[src/rtl/rfd_pkg.sv]
// Behaviour
// - Bytes go on and off the ring MSB first
// - Start delimiter opens frames, tokens, aborts; sets alignment
// - Abort is start delimiter then end delimiter
// - End delimiter valid only on bit/byte boundary
// - Frame reported received only after valid end delimiter
// - Normal transmission ends with byte-aligned end delimiter
// - Start delimiter on token release and immediate transmit
// - Abort on false free token or transmit underrun
// - Delimiter symbol patterns with violations at 0,1,3,4
// - Copied frame violation sets edi and status bit 29
// - Received edi already set gives status bit 28
package rfd_pkg;
	// Line symbol: {violation, value}
	localparam logic [1:0] SYM_ZERO = 2'h0;
	localparam logic [1:0] SYM_ONE = 2'h1;
	localparam logic [1:0] SYM_CV0 = 2'h2;
	localparam logic [1:0] SYM_CV1 = 2'h3;
	localparam int SYM_W = 2;
	localparam int BYTE_W = 8;
	localparam int SYMS_W = SYM_W * BYTE_W;
	// Delimiters, first symbol in the top two bits
	localparam logic [15:0] SD_SYMS = 16'hE380;
	localparam logic [15:0] ED_SYMS = 16'hE790;
	localparam logic [15:0] ED_MASK = 16'hFFFE;
	localparam logic [15:0] EDI_SYM_BIT = 16'h0001;
	localparam int EDI_REPEAT_POS = 2;
	localparam logic [7:0] FS_BYTE = 8'h00;
	localparam logic [2:0] CNT_LAST = 3'h7;
	localparam logic [2:0] CNT_ONE = 3'h1;
	localparam int STAT_LOCAL_ERR = 29;
	localparam int STAT_REMOTE_ERR = 28;
	localparam logic [31:0] STAT_RESET = 32'h00000000;
	localparam logic [1:0] KIND_FRAME = 2'h0;
	localparam logic [1:0] KIND_TOKEN = 2'h1;
	localparam logic [1:0] KIND_IMMED = 2'h2;
	localparam logic [1:0] KIND_ABORT = 2'h3;

	typedef enum logic [2:0] {
		TX_IDLE = 3'h0,
		TX_SD = 3'h1,
		TX_BODY = 3'h3,
		TX_ED = 3'h2,
		TX_FS = 3'h6,
		TX_ASD = 3'h7
	} rfd_tx_state_t;

	typedef enum logic [1:0] {
		RX_HUNT = 2'h0,
		RX_FIRST = 2'h1,
		RX_BODY = 2'h3
	} rfd_rx_state_t;
endpackage

[src/rtl/rfd_framer.sv]
module rfd_framer (
	input wire logic clk,
	input wire logic rstn,
	input wire logic ce,
	input wire logic tx_start,
	input wire logic [1:0] tx_kind,
	input wire logic [7:0] tx_byte,
	input wire logic tx_byte_valid,
	input wire logic tx_byte_last,
	input wire logic tx_false_token,
	output logic tx_byte_taken_ff,
	output logic tx_busy_ff,
	output logic tx_done_ff,
	output logic tx_aborted_ff,
	input wire logic [1:0] line_rx_sym,
	output logic [1:0] line_tx_sym_ff,
	input wire logic rx_copy,
	output logic [7:0] rx_byte_ff,
	output logic rx_byte_valid_ff,
	output logic rx_frame_done_ff,
	output logic rx_abort_ff,
	output logic [31:0] rx_status_ff
);
	logic rst_s1_ff;
	logic rst_n_ff;
	logic [1:0] rx_s1_ff;
	logic [1:0] rx_s2_ff;
	rfd_pkg::rfd_tx_state_t tx_state_ff;
	rfd_pkg::rfd_tx_state_t nxt_tx_state;
	rfd_pkg::rfd_rx_state_t rx_state_ff;
	logic tx_last_ff;
	logic nxt_tx_last;
	logic tx_fs_ff;
	logic abort_req_ff;
	logic ser_load;
	logic [15:0] ser_data;
	logic [1:0] ser_sym;
	logic ser_busy;
	logic ser_last;
	logic take;
	logic tx_end;
	logic abort_now;
	logic [15:0] win_ff;
	logic [15:0] nxt_win;
	logic [2:0] rx_cnt_ff;
	logic rx_cv_seen_ff;
	logic byte_edge;
	logic is_ed;
	logic mark_edi;

	function automatic logic [15:0] byte_syms(input logic [7:0] b);
		logic [15:0] s;
		s = 16'h0000;
		for (int i = 0; i < rfd_pkg::BYTE_W; i++) begin
			s[2 * i +: 2] = {1'b0, b[i]};
		end
		return s;
	endfunction

	function automatic logic [7:0] syms_byte(input logic [15:0] s);
		logic [7:0] b;
		b = 8'h00;
		for (int i = 0; i < rfd_pkg::BYTE_W; i++) begin
			b[i] = s[2 * i];
		end
		return b;
	endfunction

	function automatic logic syms_cv(input logic [15:0] s);
		logic v;
		v = 1'b0;
		for (int i = 0; i < rfd_pkg::BYTE_W; i++) begin
			v = v | s[2 * i + 1];
		end
		return v;
	endfunction

	// Reset release through two stages
	always_ff @(posedge clk or negedge rstn) begin
		if (!rstn) begin
			rst_s1_ff <= 1'b0;
			rst_n_ff <= 1'b0;
		end else begin
			rst_s1_ff <= 1'b1;
			rst_n_ff <= rst_s1_ff;
		end
	end

	// Ring input comes from the medium, not this clock
	always_ff @(posedge clk or negedge rst_n_ff) begin
		if (!rst_n_ff) begin
			rx_s1_ff <= rfd_pkg::SYM_ZERO;
			rx_s2_ff <= rfd_pkg::SYM_ZERO;
		end else if (ce) begin
			rx_s1_ff <= line_rx_sym;
			rx_s2_ff <= rx_s1_ff;
		end
	end

	rfd_sym_ser u_ser (
		.clk(clk),
		.rst_n(rst_n_ff),
		.ce(ce),
		.load(ser_load),
		.data(ser_data),
		.sym(ser_sym),
		.busy(ser_busy),
		.last(ser_last)
	);

	// Transmit sequencing; new byte loads on the last symbol, so delimiters stay byte aligned
	always_comb begin
		nxt_tx_state = tx_state_ff;
		nxt_tx_last = tx_last_ff;
		ser_load = 1'b0;
		ser_data = rfd_pkg::SD_SYMS;
		take = 1'b0;
		tx_end = 1'b0;
		abort_now = 1'b0;
		unique case (tx_state_ff)
			rfd_pkg::TX_IDLE: begin
				if (tx_start) begin
					ser_load = 1'b1;
					nxt_tx_last = 1'b0;
					nxt_tx_state = (tx_kind == rfd_pkg::KIND_ABORT) ? rfd_pkg::TX_ASD
						: rfd_pkg::TX_SD;
				end
			end
			rfd_pkg::TX_SD, rfd_pkg::TX_BODY: begin
				if (ser_last) begin
					ser_load = 1'b1;
					if (abort_req_ff || (!tx_last_ff && !tx_byte_valid)) begin
						abort_now = 1'b1;
						nxt_tx_state = rfd_pkg::TX_ASD;
					end else if (tx_last_ff) begin
						ser_data = rfd_pkg::ED_SYMS;
						nxt_tx_state = rfd_pkg::TX_ED;
					end else begin
						ser_data = byte_syms(tx_byte);
						take = 1'b1;
						nxt_tx_last = tx_byte_last;
						nxt_tx_state = rfd_pkg::TX_BODY;
					end
				end
			end
			rfd_pkg::TX_ASD: begin
				if (ser_last) begin
					ser_load = 1'b1;
					ser_data = rfd_pkg::ED_SYMS;
					nxt_tx_state = rfd_pkg::TX_ED;
				end
			end
			rfd_pkg::TX_ED: begin
				if (ser_last) begin
					if (tx_fs_ff) begin
						ser_load = 1'b1;
						ser_data = byte_syms(rfd_pkg::FS_BYTE);
						nxt_tx_state = rfd_pkg::TX_FS;
					end else begin
						tx_end = 1'b1;
						nxt_tx_state = rfd_pkg::TX_IDLE;
					end
				end
			end
			rfd_pkg::TX_FS: begin
				if (ser_last) begin
					tx_end = 1'b1;
					nxt_tx_state = rfd_pkg::TX_IDLE;
				end
			end
			default: begin
				nxt_tx_state = rfd_pkg::TX_IDLE;
			end
		endcase
	end

	always_ff @(posedge clk or negedge rst_n_ff) begin
		if (!rst_n_ff) begin
			tx_state_ff <= rfd_pkg::TX_IDLE;
			tx_last_ff <= 1'b0;
			tx_fs_ff <= 1'b0;
		end else if (ce) begin
			tx_state_ff <= nxt_tx_state;
			tx_last_ff <= nxt_tx_last;
			if (tx_state_ff == rfd_pkg::TX_IDLE && tx_start) begin
				tx_fs_ff <= (tx_kind == rfd_pkg::KIND_FRAME) || (tx_kind == rfd_pkg::KIND_IMMED);
			end else if (abort_now) begin
				tx_fs_ff <= 1'b0;
			end
		end
	end

	// False token is only known after capture, so it is held until a byte edge
	always_ff @(posedge clk or negedge rst_n_ff) begin
		if (!rst_n_ff) begin
			abort_req_ff <= 1'b0;
		end else if (ce) begin
			if (tx_false_token && (tx_state_ff == rfd_pkg::TX_SD
				|| tx_state_ff == rfd_pkg::TX_BODY)) begin
				abort_req_ff <= 1'b1;
			end else if (tx_state_ff == rfd_pkg::TX_IDLE) begin
				abort_req_ff <= 1'b0;
			end
		end
	end

	always_ff @(posedge clk or negedge rst_n_ff) begin
		if (!rst_n_ff) begin
			tx_byte_taken_ff <= 1'b0;
			tx_busy_ff <= 1'b0;
			tx_done_ff <= 1'b0;
			tx_aborted_ff <= 1'b0;
		end else if (ce) begin
			tx_byte_taken_ff <= take;
			tx_busy_ff <= (nxt_tx_state != rfd_pkg::TX_IDLE);
			tx_done_ff <= tx_end;
			tx_aborted_ff <= abort_now;
		end
	end

	// Own symbols while sending, else repeat the ring with the window as delay
	always_ff @(posedge clk or negedge rst_n_ff) begin
		if (!rst_n_ff) begin
			line_tx_sym_ff <= rfd_pkg::SYM_ZERO;
		end else if (ce) begin
			line_tx_sym_ff <= ser_busy ? ser_sym : win_ff[15:14];
		end
	end

	// Receive window, newest symbol at the bottom
	assign byte_edge = (rx_state_ff != rfd_pkg::RX_HUNT) && (rx_cnt_ff == rfd_pkg::CNT_LAST);
	assign is_ed = ((win_ff & rfd_pkg::ED_MASK) == rfd_pkg::ED_SYMS);
	assign mark_edi = byte_edge && is_ed && (rx_state_ff == rfd_pkg::RX_BODY)
		&& rx_copy && rx_cv_seen_ff;

	always_comb begin
		nxt_win = {win_ff[13:0], rx_s2_ff};
		if (mark_edi) begin
			nxt_win[rfd_pkg::EDI_REPEAT_POS] = 1'b1;
		end
	end

	always_ff @(posedge clk or negedge rst_n_ff) begin
		if (!rst_n_ff) begin
			win_ff <= 16'h0000;
		end else if (ce) begin
			win_ff <= nxt_win;
		end
	end

	// Alignment is taken only from a start delimiter seen while hunting
	always_ff @(posedge clk or negedge rst_n_ff) begin
		if (!rst_n_ff) begin
			rx_state_ff <= rfd_pkg::RX_HUNT;
			rx_cnt_ff <= 3'h0;
		end else if (ce) begin
			unique case (rx_state_ff)
				rfd_pkg::RX_HUNT: begin
					if (win_ff == rfd_pkg::SD_SYMS) begin
						rx_state_ff <= rfd_pkg::RX_FIRST;
						rx_cnt_ff <= 3'h0;
					end
				end
				rfd_pkg::RX_FIRST, rfd_pkg::RX_BODY: begin
					rx_cnt_ff <= rx_cnt_ff + rfd_pkg::CNT_ONE;
					if (byte_edge) begin
						rx_state_ff <= is_ed ? rfd_pkg::RX_HUNT : rfd_pkg::RX_BODY;
					end
				end
				default: begin
					rx_state_ff <= rfd_pkg::RX_HUNT;
				end
			endcase
		end
	end

	// Cleared in every hunting cycle, which cannot coincide with a set
	always_ff @(posedge clk or negedge rst_n_ff) begin
		if (!rst_n_ff) begin
			rx_cv_seen_ff <= 1'b0;
		end else if (ce) begin
			if (byte_edge && !is_ed && syms_cv(win_ff)) begin
				rx_cv_seen_ff <= 1'b1;
			end else if (rx_state_ff == rfd_pkg::RX_HUNT) begin
				rx_cv_seen_ff <= 1'b0;
			end
		end
	end

	always_ff @(posedge clk or negedge rst_n_ff) begin
		if (!rst_n_ff) begin
			rx_byte_ff <= 8'h00;
			rx_byte_valid_ff <= 1'b0;
			rx_frame_done_ff <= 1'b0;
			rx_abort_ff <= 1'b0;
			rx_status_ff <= rfd_pkg::STAT_RESET;
		end else if (ce) begin
			rx_byte_valid_ff <= byte_edge && !is_ed && !syms_cv(win_ff);
			rx_abort_ff <= byte_edge && is_ed && (rx_state_ff == rfd_pkg::RX_FIRST);
			rx_frame_done_ff <= byte_edge && is_ed && (rx_state_ff == rfd_pkg::RX_BODY);
			if (byte_edge && !is_ed) begin
				rx_byte_ff <= syms_byte(win_ff);
			end
			if (byte_edge && is_ed && (rx_state_ff == rfd_pkg::RX_BODY)) begin
				rx_status_ff <= rfd_pkg::STAT_RESET;
				rx_status_ff[rfd_pkg::STAT_LOCAL_ERR] <= rx_copy && rx_cv_seen_ff;
				rx_status_ff[rfd_pkg::STAT_REMOTE_ERR] <= win_ff[0];
			end
		end
	end

	a_done_needs_ed: assert property (@(posedge clk) disable iff (!rst_n_ff)
		$rose(rx_frame_done_ff) |-> $past(ce && is_ed && rx_state_ff == rfd_pkg::RX_BODY))
		else $error("frame done without end delimiter");

	a_ed_byte_aligned: assert property (@(posedge clk) disable iff (!rst_n_ff)
		$rose(rx_frame_done_ff) |-> $past(rx_cnt_ff) == rfd_pkg::CNT_LAST)
		else $error("end delimiter accepted off byte boundary");

	a_local_err_bit: assert property (@(posedge clk) disable iff (!rst_n_ff)
		$rose(rx_frame_done_ff) |->
		rx_status_ff[rfd_pkg::STAT_LOCAL_ERR] == $past(rx_copy && rx_cv_seen_ff))
		else $error("local error bit wrong");

	a_remote_err_bit: assert property (@(posedge clk) disable iff (!rst_n_ff)
		$rose(rx_frame_done_ff) |-> rx_status_ff[rfd_pkg::STAT_REMOTE_ERR] == $past(win_ff[0]))
		else $error("remote error bit wrong");

	a_abort_is_sd_ed: assert property (@(posedge clk) disable iff (!rst_n_ff)
		(ce && tx_state_ff == rfd_pkg::TX_ASD && ser_last) |=>
		tx_state_ff == rfd_pkg::TX_ED && ser_sym == rfd_pkg::SYM_CV1)
		else $error("abort not closed by end delimiter");

	a_underrun_abort: assert property (@(posedge clk) disable iff (!rst_n_ff)
		(ce && tx_state_ff inside {rfd_pkg::TX_SD, rfd_pkg::TX_BODY} && ser_last
		&& !tx_last_ff && !tx_byte_valid)
		|=> tx_state_ff == rfd_pkg::TX_ASD && tx_aborted_ff)
		else $error("underrun did not abort");

	a_start_sends_sd: assert property (@(posedge clk) disable iff (!rst_n_ff)
		(ce && tx_state_ff == rfd_pkg::TX_IDLE && tx_start) |=>
		ser_busy && ser_sym == rfd_pkg::SYM_CV1 ##1 ser_sym == rfd_pkg::SYM_CV0 || !ce)
		else $error("start delimiter not sent");

	a_ed_on_boundary: assert property (@(posedge clk) disable iff (!rst_n_ff)
		(tx_state_ff == rfd_pkg::TX_ED && $past(tx_state_ff) != rfd_pkg::TX_ED)
		|-> $past(ser_last && ce))
		else $error("end delimiter not byte aligned");

	a_msb_first: assert property (@(posedge clk) disable iff (!rst_n_ff)
		(ce && ser_load) |=> ser_sym == $past(ser_data[15:14]))
		else $error("first symbol is not the top bit");

	a_fs_after_ed: assert property (@(posedge clk) disable iff (!rst_n_ff)
		(tx_state_ff == rfd_pkg::TX_FS) |-> $past(tx_state_ff) inside {rfd_pkg::TX_ED,
		rfd_pkg::TX_FS})
		else $error("status byte not after end delimiter");
endmodule // rfd_framer

[src/rtl/rfd_sym_ser.sv]
module rfd_sym_ser (
	input wire logic clk,
	input wire logic rst_n,
	input wire logic ce,
	input wire logic load,
	input wire logic [15:0] data,
	output logic [1:0] sym,
	output logic busy,
	output logic last
);
	logic [15:0] shreg_ff;
	logic [2:0] cnt_ff;
	logic busy_ff;

	// First symbol of the byte leaves first
	always_ff @(posedge clk or negedge rst_n) begin
		if (!rst_n) begin
			shreg_ff <= 16'h0000;
			cnt_ff <= 3'h0;
			busy_ff <= 1'b0;
		end else if (ce) begin
			if (load) begin
				shreg_ff <= data;
				cnt_ff <= 3'h0;
				busy_ff <= 1'b1;
			end else if (busy_ff) begin
				shreg_ff <= {shreg_ff[13:0], rfd_pkg::SYM_ZERO};
				cnt_ff <= cnt_ff + rfd_pkg::CNT_ONE;
				busy_ff <= (cnt_ff != rfd_pkg::CNT_LAST);
			end
		end
	end

	assign sym = shreg_ff[15:14];
	assign busy = busy_ff;
	assign last = busy_ff && (cnt_ff == rfd_pkg::CNT_LAST);
endmodule // rfd_sym_ser

[config.mk]
export PLATFORM = sky130hd
export DESIGN_NAME = rfd_framer
export DESIGN_NICKNAME = d
export VERILOG_FILES = /design/src/rtl/rfd_pkg.sv /design/src/rtl/rfd_framer.sv /design/src/rtl/rfd_sym_ser.sv
export SDC_FILE = /design/constraint.sdc
export NUM_CORES = 1
export LEC_CHECK = 0
export ABC_AREA = 1
export BUFFER_PORTS_ARGS = -buffer_cell sky130_fd_sc_hd__buf_4
export CORE_MARGIN = 1
export CORE_UTILIZATION = 55
export CTS_CLUSTER_DIAMETER = 150
export DETAILED_ROUTE_END_ITERATION = 10
export GPL_TIMING_DRIVEN = 0
export PLACE_DENSITY = 0.8
export SYNTH_ARGS = -nofsm -noshare
export SYNTH_HDL_FRONTEND = slang
export SYNTH_SLANG_ARGS = --single-unit
[constraint.sdc]
create_clock -name clk -period 3.2 [get_ports clk]
set_clock_uncertainty 0.2 [all_clocks]
set_input_delay 0.96 -clock clk [delete_from_list [all_inputs] [get_ports clk]]
set_output_delay 0.96 -clock clk [all_outputs]
set_load 0.03 [all_outputs]
==> out/results.ini, run 1 <==
[drt]
viasPerCell = 5.07
wire_per_inst_um = 12.4
drt_iter0_drc = 279
vias = 3081
dr.pass1.iters = 5
ant_nets = 0
wl_um = 7540
route.detailed.drc = 0

[sta]
final.setup.tns_ns = 0
relSlewSlack = 0.425
min_period_ns = 2.27
period_share = 0.710
hold_violations = 0
finalMaxSlewViolations = 0
fmax_mhz = 440
worst-slew-pin-transition_ns = 0.862
fin_hold_ws_ns = 0.157
rsz0062_at_grt = false
setup_viol = 0

[flow_run]
drv_cap = 0

[cts]
cts_setup_buffers = 0
clk_pin_slew_ns = 0.07
holdBufCountCts = 0
clk_latency_ns = 0.35
cts.sinks = 70
htree_levels = 3
ctsRootBufferMaster = clkbuf_8
cts_buffer_depth = 2
postCtsResizedCells = 0
numCtsBuffers = 9
cts_tree = yes

[die]
ios = 69
start_util = 0.585
row_count = 28
die-width_um = 82.3
die-area_um2 = 6770
core_um2 = 6060
die_h_um = 82.3

[global_route]
use_met1 = 0.328
top_usage_layer = met2
grt_pass1_vias = 2897
grt-ovfl-total = 0
grt_max_degree = 69
grt_use_total = 0.254
antenna_found_initial = 0
use_met2 = 0.410
grt_pass1_wl_um = 12900
met3_usage = 0.0637

[pwr]
p_sw_uw = 1150
seq_power_share = 0.423
intPower_uw = 1920
pwr-share-comb = 0.327
p_leak_uw = 0.00232
power.density_nw_per_um2 = 720
ir_drop_uv = 490
clkPwrFrac = 0.251
swShare = 0.374

[finish]
final_nets = 552
final_area_um2 = 4260
final_cell_mix = nand2_1 (148), dfrtp_1 (69), buf_4 (68)
areaGrowthSynthToFinish_pct = 20.1
drive_gt1_frac = 0.182
n_antenna_cell = 0
layout_commonest_cell = nand2_1

[placement]
dpl-instance-area_um2 = 4040
dp_hpwl_um = 5480
port_buffers = 38
gp_congestion = 0.898

[setup_path]
critPathLaunchType = flop
worstPathMaxFanout = 10
worstSetupEndpointType = flop
cp.arrival_ns = 2.35
cp.required_ns = 3.28
path_class = reg -> reg

[yosys]
ys_warn_count = 0
ys_seq_area_frac = 0.494
yosysTopAreaCell = dfrtp_1
yosys-top-cells-area = dfrtp_1 (49%), nand2_1 (16%), o21ai_0 (6.6%)
synthCells = 450
ys_types = 24
syn_avg_cell_area_um2 = 7.88
synth-seq-cells = 70
synth_area_um2 = 3540
synth_top_cell_area_share = 0.494

[worst_hold_path]
hp-class = reg -> reg

[outcome]
outcome = finished clean

## power by group through the flow
stage	Clock (uW)	Combinational, uW	Sequential (uW)
2_1_floorplan	0	630	1380
3_3_place_gp	0	969	1300
3_5_place_dp	0	999	1310
4_1_cts	784	1000	1290
5_1_grt	819	1140	1330
6_report	768	1000	1300
## cell families (layout without fill, tap and decap cells)
logic type                 Yosys count  count (layout)  synth area share
AOI/OAI and AO/OA                   60              60            0.0890
adders and majority gates            4               4            0.0141
buffers and inverters               81             135             0.123
DFF                                 70              70             0.494
other                                2              31           0.00212
and+or+nand+nor                    233             233             0.278
## synth_stat cells, drive strengths merged
cell	n
dfrtp	70
conb	2
nand4	13
nor3	4
a32o	1
ha	4
a21oi	9
nand3b	2
nor4	1
nor2	39
o31ai	1
clkbuf	8
o21ai	48
nand3	22
inv	38
a41oi	1
nand2	152
buf	35
## flip-flops by register name, indices dropped and copies added, names as in the netlist, 2 cells and up
| name | count |
|---|---|
| rx_s1_ff | 2 |
| tx_state_ff | 3 |
| win_ff | 16 |
| line_tx_sym_ff | 2 |
| rx_byte_ff | 8 |
| rx_cnt_ff | 3 |
| u_ser.shreg_ff | 13 |
| rx_state_ff | 2 |
| rx_status_ff | 2 |
| rx_s2_ff | 2 |
| u_ser.cnt_ff | 3 |
## worst max-delay path: stages (launching register included)
cell and delay (ns):
dfrtp_1 0.40, ha_1 0.22, ha_1 0.25, nand2_4 0.13, inv_1 0.12, nand2_4 0.13
nand3_2 0.10, o21ai_2 0.22, buf_2 0.27, nand2_1 0.08, nand2_1 0.08
## metrics by stage
stage                     total power (uW)  cells  utilization  worst slack [ns]
final                                 3070    608        0.702             0.927
after global placement                2270    592        0.665             0.174
after CTS                             3080    608        0.702             0.937
after global routing                  3290    608        0.702             0.770
after floorplan                       2010    479            -             0.906
after detailed placement              2310    592        0.666             0.751
## area by class of cell
type	instances	area [um2]
Buffer	43	293
Clock buffer	14	183
Clock inverter	2	37.5
Fill cell	501	1800
Inverter	38	143
Multi-Input combinational cell	328	1470
Sequential cell	70	1760
Tap cell	75	93.8
Timing Repair Buffer	38	285
## final timing paths
kind,slack [ns],endpoint,from,cells after the start
worst max-delay path,0.93,u_ser.shreg_ff[8]$_DFFE_PN0P_,u_ser.cnt_ff[0]$_DFFE_PN0P_,10
worst min-delay path,0.16,rst_n_ff$_DFF_PN0_,rst_s1_ff$_DFF_PN0_,0
worst max register to register,0.93,u_ser.shreg_ff[8]$_DFFE_PN0P_,u_ser.cnt_ff[0]$_DFFE_PN0P_,10
worst min register to register,0.16,rst_n_ff$_DFF_PN0_,rst_s1_ff$_DFF_PN0_,0
max in group asynchronous,2.00,u_ser.shreg_ff[9]$_DFFE_PN0P_,rst_n_ff$_DFF_PN0_,0
min in group asynchronous,0.18,rst_n_ff$_DFF_PN0_,rstn,1
## metal layers
metal | wire length, um | share of wire
met5 | 0 | 0
met1 | 3340 | 0.44
met3 | 466 | 0.062
met2 | 3660 | 0.49
met4 | 74 | 0.0098
(Power assumes the default switching activity.)
==> inputs of run 2 (changes only) <==
==> constraint.sdc (replaced) <==
create_clock -name clk -period 2.2 [get_ports clk]
set_clock_uncertainty 0.2 [all_clocks]
set_input_delay 0.66 -clock clk [delete_from_list [all_inputs] [get_ports clk]]
set_output_delay 0.66 -clock clk [all_outputs]
set_load 0.03 [all_outputs]
==> run 2 against run 1 <==
  * First-iteration DRC count down 15%
  * Via count rose by 3.1%
  * Worst hold slack worse by 0.0070 ns
  * Sequential power is 45% higher
  * Critical path type unchanged
  * Highest routed layer unchanged
  * Critical path depth rose by 2
==> out/results.ini, run 2 (synthesis gave the netlist of run 1 again) <==
[pwr]
p_leak_uw = 0.00237  ; +1.9%
ir_drop_uv = 694  ; +42%
power_uw = 4720  ; +54%
power.density_nw_per_um2 = 1080  ; +49%

[finish]
layout_commonest_cell = nand2_1
final_nets = 562  ; +1.8%
areaGrowthSynthToFinish_pct = 23.8
final_cell_mix = nand2_1 (147), buf_4 (77), dfrtp_1 (69)
largest_reg_flops = 16  ; unchanged
drive_gt1_frac = 0.208  ; +0.0261
reg_top3 = win_ff: 16 flops, u_ser.shreg_ff: 13 flops, rx_byte_ff: 8 flops
max_flop_register = win_ff
n_antenna_cell = 0  ; unchanged

[setup_path]
reg2reg_slack_ns = 0.05  ; -0.88 ns
cp.arrival_ns = 2.19  ; -0.16 ns
r2r-start = u_ser.cnt_ff[0]$_DFFE_PN0P_
critPathLaunchType = flop
worstPathMaxFanout = 6  ; -4
cp.required_ns = 2.24  ; -1.04 ns
worstSetupEndpointType = flop
rr_worst_depth = 12  ; +2
path_class = reg -> reg
r2r-end = tx_busy_ff$_DFFE_PN0P_

[cts]
clk_latency_ns = 0.35  ; about the same
numCtsBuffers = 9  ; unchanged
cts_tree = yes
cts.sinks = 70  ; unchanged
ctsRootBufferMaster = clkbuf_8
cts_buffer_depth = 2  ; unchanged
htree_levels = 3  ; unchanged
clk_pin_slew_ns = 0.08  ; about the same

[placement]
pre_cts_slack_ns = -0.0286  ; -0.779 ns
port_buffers = 38  ; unchanged
gp_congestion = 0.903  ; +0.51%
dp_hpwl_um = 5400  ; -1.4%

[global_route]
grt-ovfl-total = 0  ; unchanged
grt_max_degree = 69  ; unchanged
grt_pass1_vias = 2810  ; -3.0%
grt_use_total = 0.255  ; +0.000765
grt_pass1_wl_um = 12800  ; -0.70%
antenna_found_initial = 0  ; unchanged

[outcome]
outcome = finished clean

[worst_hold_path]
holdPathStages = 0  ; unchanged
hp-class = reg -> reg
worstHoldStart = rst_s1_ff$_DFF_PN0_
hold_end = rst_n_ff$_DFF_PN0_

[sta]
hold_violations = 0  ; unchanged
finalMaxSlewViolations = 0  ; unchanged
layout_setup_ws_ns = 0.0456  ; -0.881 ns
fin_hold_ws_ns = 0.150  ; -0.00705 ns
fmax_mhz = 464  ; +5.5%
worst-slew-pin-transition_ns = 0.861  ; -0.000484 ns
final.setup.tns_ns = 0  ; unchanged
min_period_ns = 2.15  ; -0.119 ns
period_share = 0.979  ; +0.269
rsz0062_at_grt = true
relSlewSlack = 0.426  ; about the same
setup_viol = 0  ; unchanged

[die]
ios = 69  ; unchanged
core_um2 = 6060  ; unchanged
start_util = 0.585  ; unchanged
die-width_um = 82.3  ; unchanged
die_h_um = 82.3  ; unchanged
row_count = 28  ; unchanged
die-area_um2 = 6770  ; unchanged

[flow_run]
drv_cap = 0  ; unchanged

[drt]
vias = 3178  ; +3.1%
viasPerCell = 5.14  ; +1.5%
dr.pass1.iters = 4  ; -1
wl_um = 7890  ; +4.5%
drt_iter0_drc = 238  ; -15%
route.detailed.drc = 0  ; unchanged
wire_per_inst_um = 12.8  ; +2.9%
ant_nets = 0  ; unchanged

-- run 2: changes by cell type in the layout (fill, tap and decap cells not counted), sizes merged --
| cell | previous run | this run |
|---|---|---|
| buf | 73 | 82 |
| bufinv | 1 | 3 |
| clkbuf | 22 | 17 |
| clkinvlp | 1 | 4 |
| dlygate4sd3 | 0 | 1 |
-- run 2: final cells by class --
cell class,count,area [um2]
repair buffers,48,360
plain buffers,43,297
inverters,38,146
clock inverters,7,121
fillers,483,1670
clock buffers,9,124
well taps,75,93.8
flip-flops and latches,70,1760
multi-input cells,328,1490
-- run 2: what timing repair did --
item | 4_1_cts | 5_1_grt
gates cloned | 0 | 1
hold buffers | 1 | 0
endpoints found under the setup margin | 13 | 21
setup buffers | 0 | 8
pin swaps | 0 | 1
resized for setup | 3 | 6
hold endpoints to repair | 2 | 0
-- run 2: worst max-delay path, cell delays in order (launching register included) --
cell and delay (ns):
dfrtp_1 0.39, ha_1 0.21, ha_2 0.22, nand2_4 0.12, clkinvlp_4 0.14, buf_4 0.15, buf_4 0.13, nand2_1 0.06
nand2_1 0.06, nor2_2 0.10, nand4_1 0.12, nand2_1 0.08, nand2_1 0.05
-- run 2: report_power, final --
group          leakage (uW)  switching [uW]  internal, uW  total, uW
clock network      0.000112             513           756       1270
registers          0.000898             285          1610       1890
logic               0.00136             969           588       1560
total               0.00237            1770          2950       4720
-- run 2: metal layers --
| layer | vias up | share of wire | routed length [um] | GRT usage |
|---|---|---|---|---|
| met5 | - | 0 | 0 | 0 |
| met1 | 1471 | 0.44 | 3510 | 0.336 |
| met4 | 0 | 0.021 | 163 | 0.109 |
| li1 | 1557 | - | - | - |
| met3 | 19 | 0.063 | 500 | 0.0604 |
| met2 | 131 | 0.47 | 3720 | 0.400 |
-- run 2: per-stage QoR --
stage | utilization | std cells | cell area (um2)
3_3_place_gp | 0.666 | 592 | 4030
5_1_grt | 0.724 | 618 | 4390
6_report | 0.724 | 618 | 4390
3_5_place_dp | 0.666 | 592 | 4040
2_1_floorplan | - | 479 | 3650
4_1_cts | 0.709 | 609 | 4300
-- run 2: worst max-delay path by stage --
stage	cells past startpoint	from	to
final	12	u_ser.cnt_ff[0]$_DFFE_PN0P_	tx_busy_ff$_DFFE_PN0P_
after global routing	12	u_ser.cnt_ff[0]$_DFFE_PN0P_	tx_busy_ff$_DFFE_PN0P_
after CTS	12	u_ser.cnt_ff[0]$_DFFE_PN0P_	u_ser.shreg_ff[14]$_DFFE_PN0P_
after detailed placement	11	u_ser.cnt_ff[0]$_DFFE_PN0P_	tx_state_ff[2]$_DFFE_PN0P_
after global placement	10	u_ser.cnt_ff[0]$_DFFE_PN0P_	u_ser.shreg_ff[8]$_DFFE_PN0P_
after floorplan	12	u_ser.cnt_ff[0]$_DFFE_PN0P_	u_ser.shreg_ff[13]$_DFFE_PN0P_
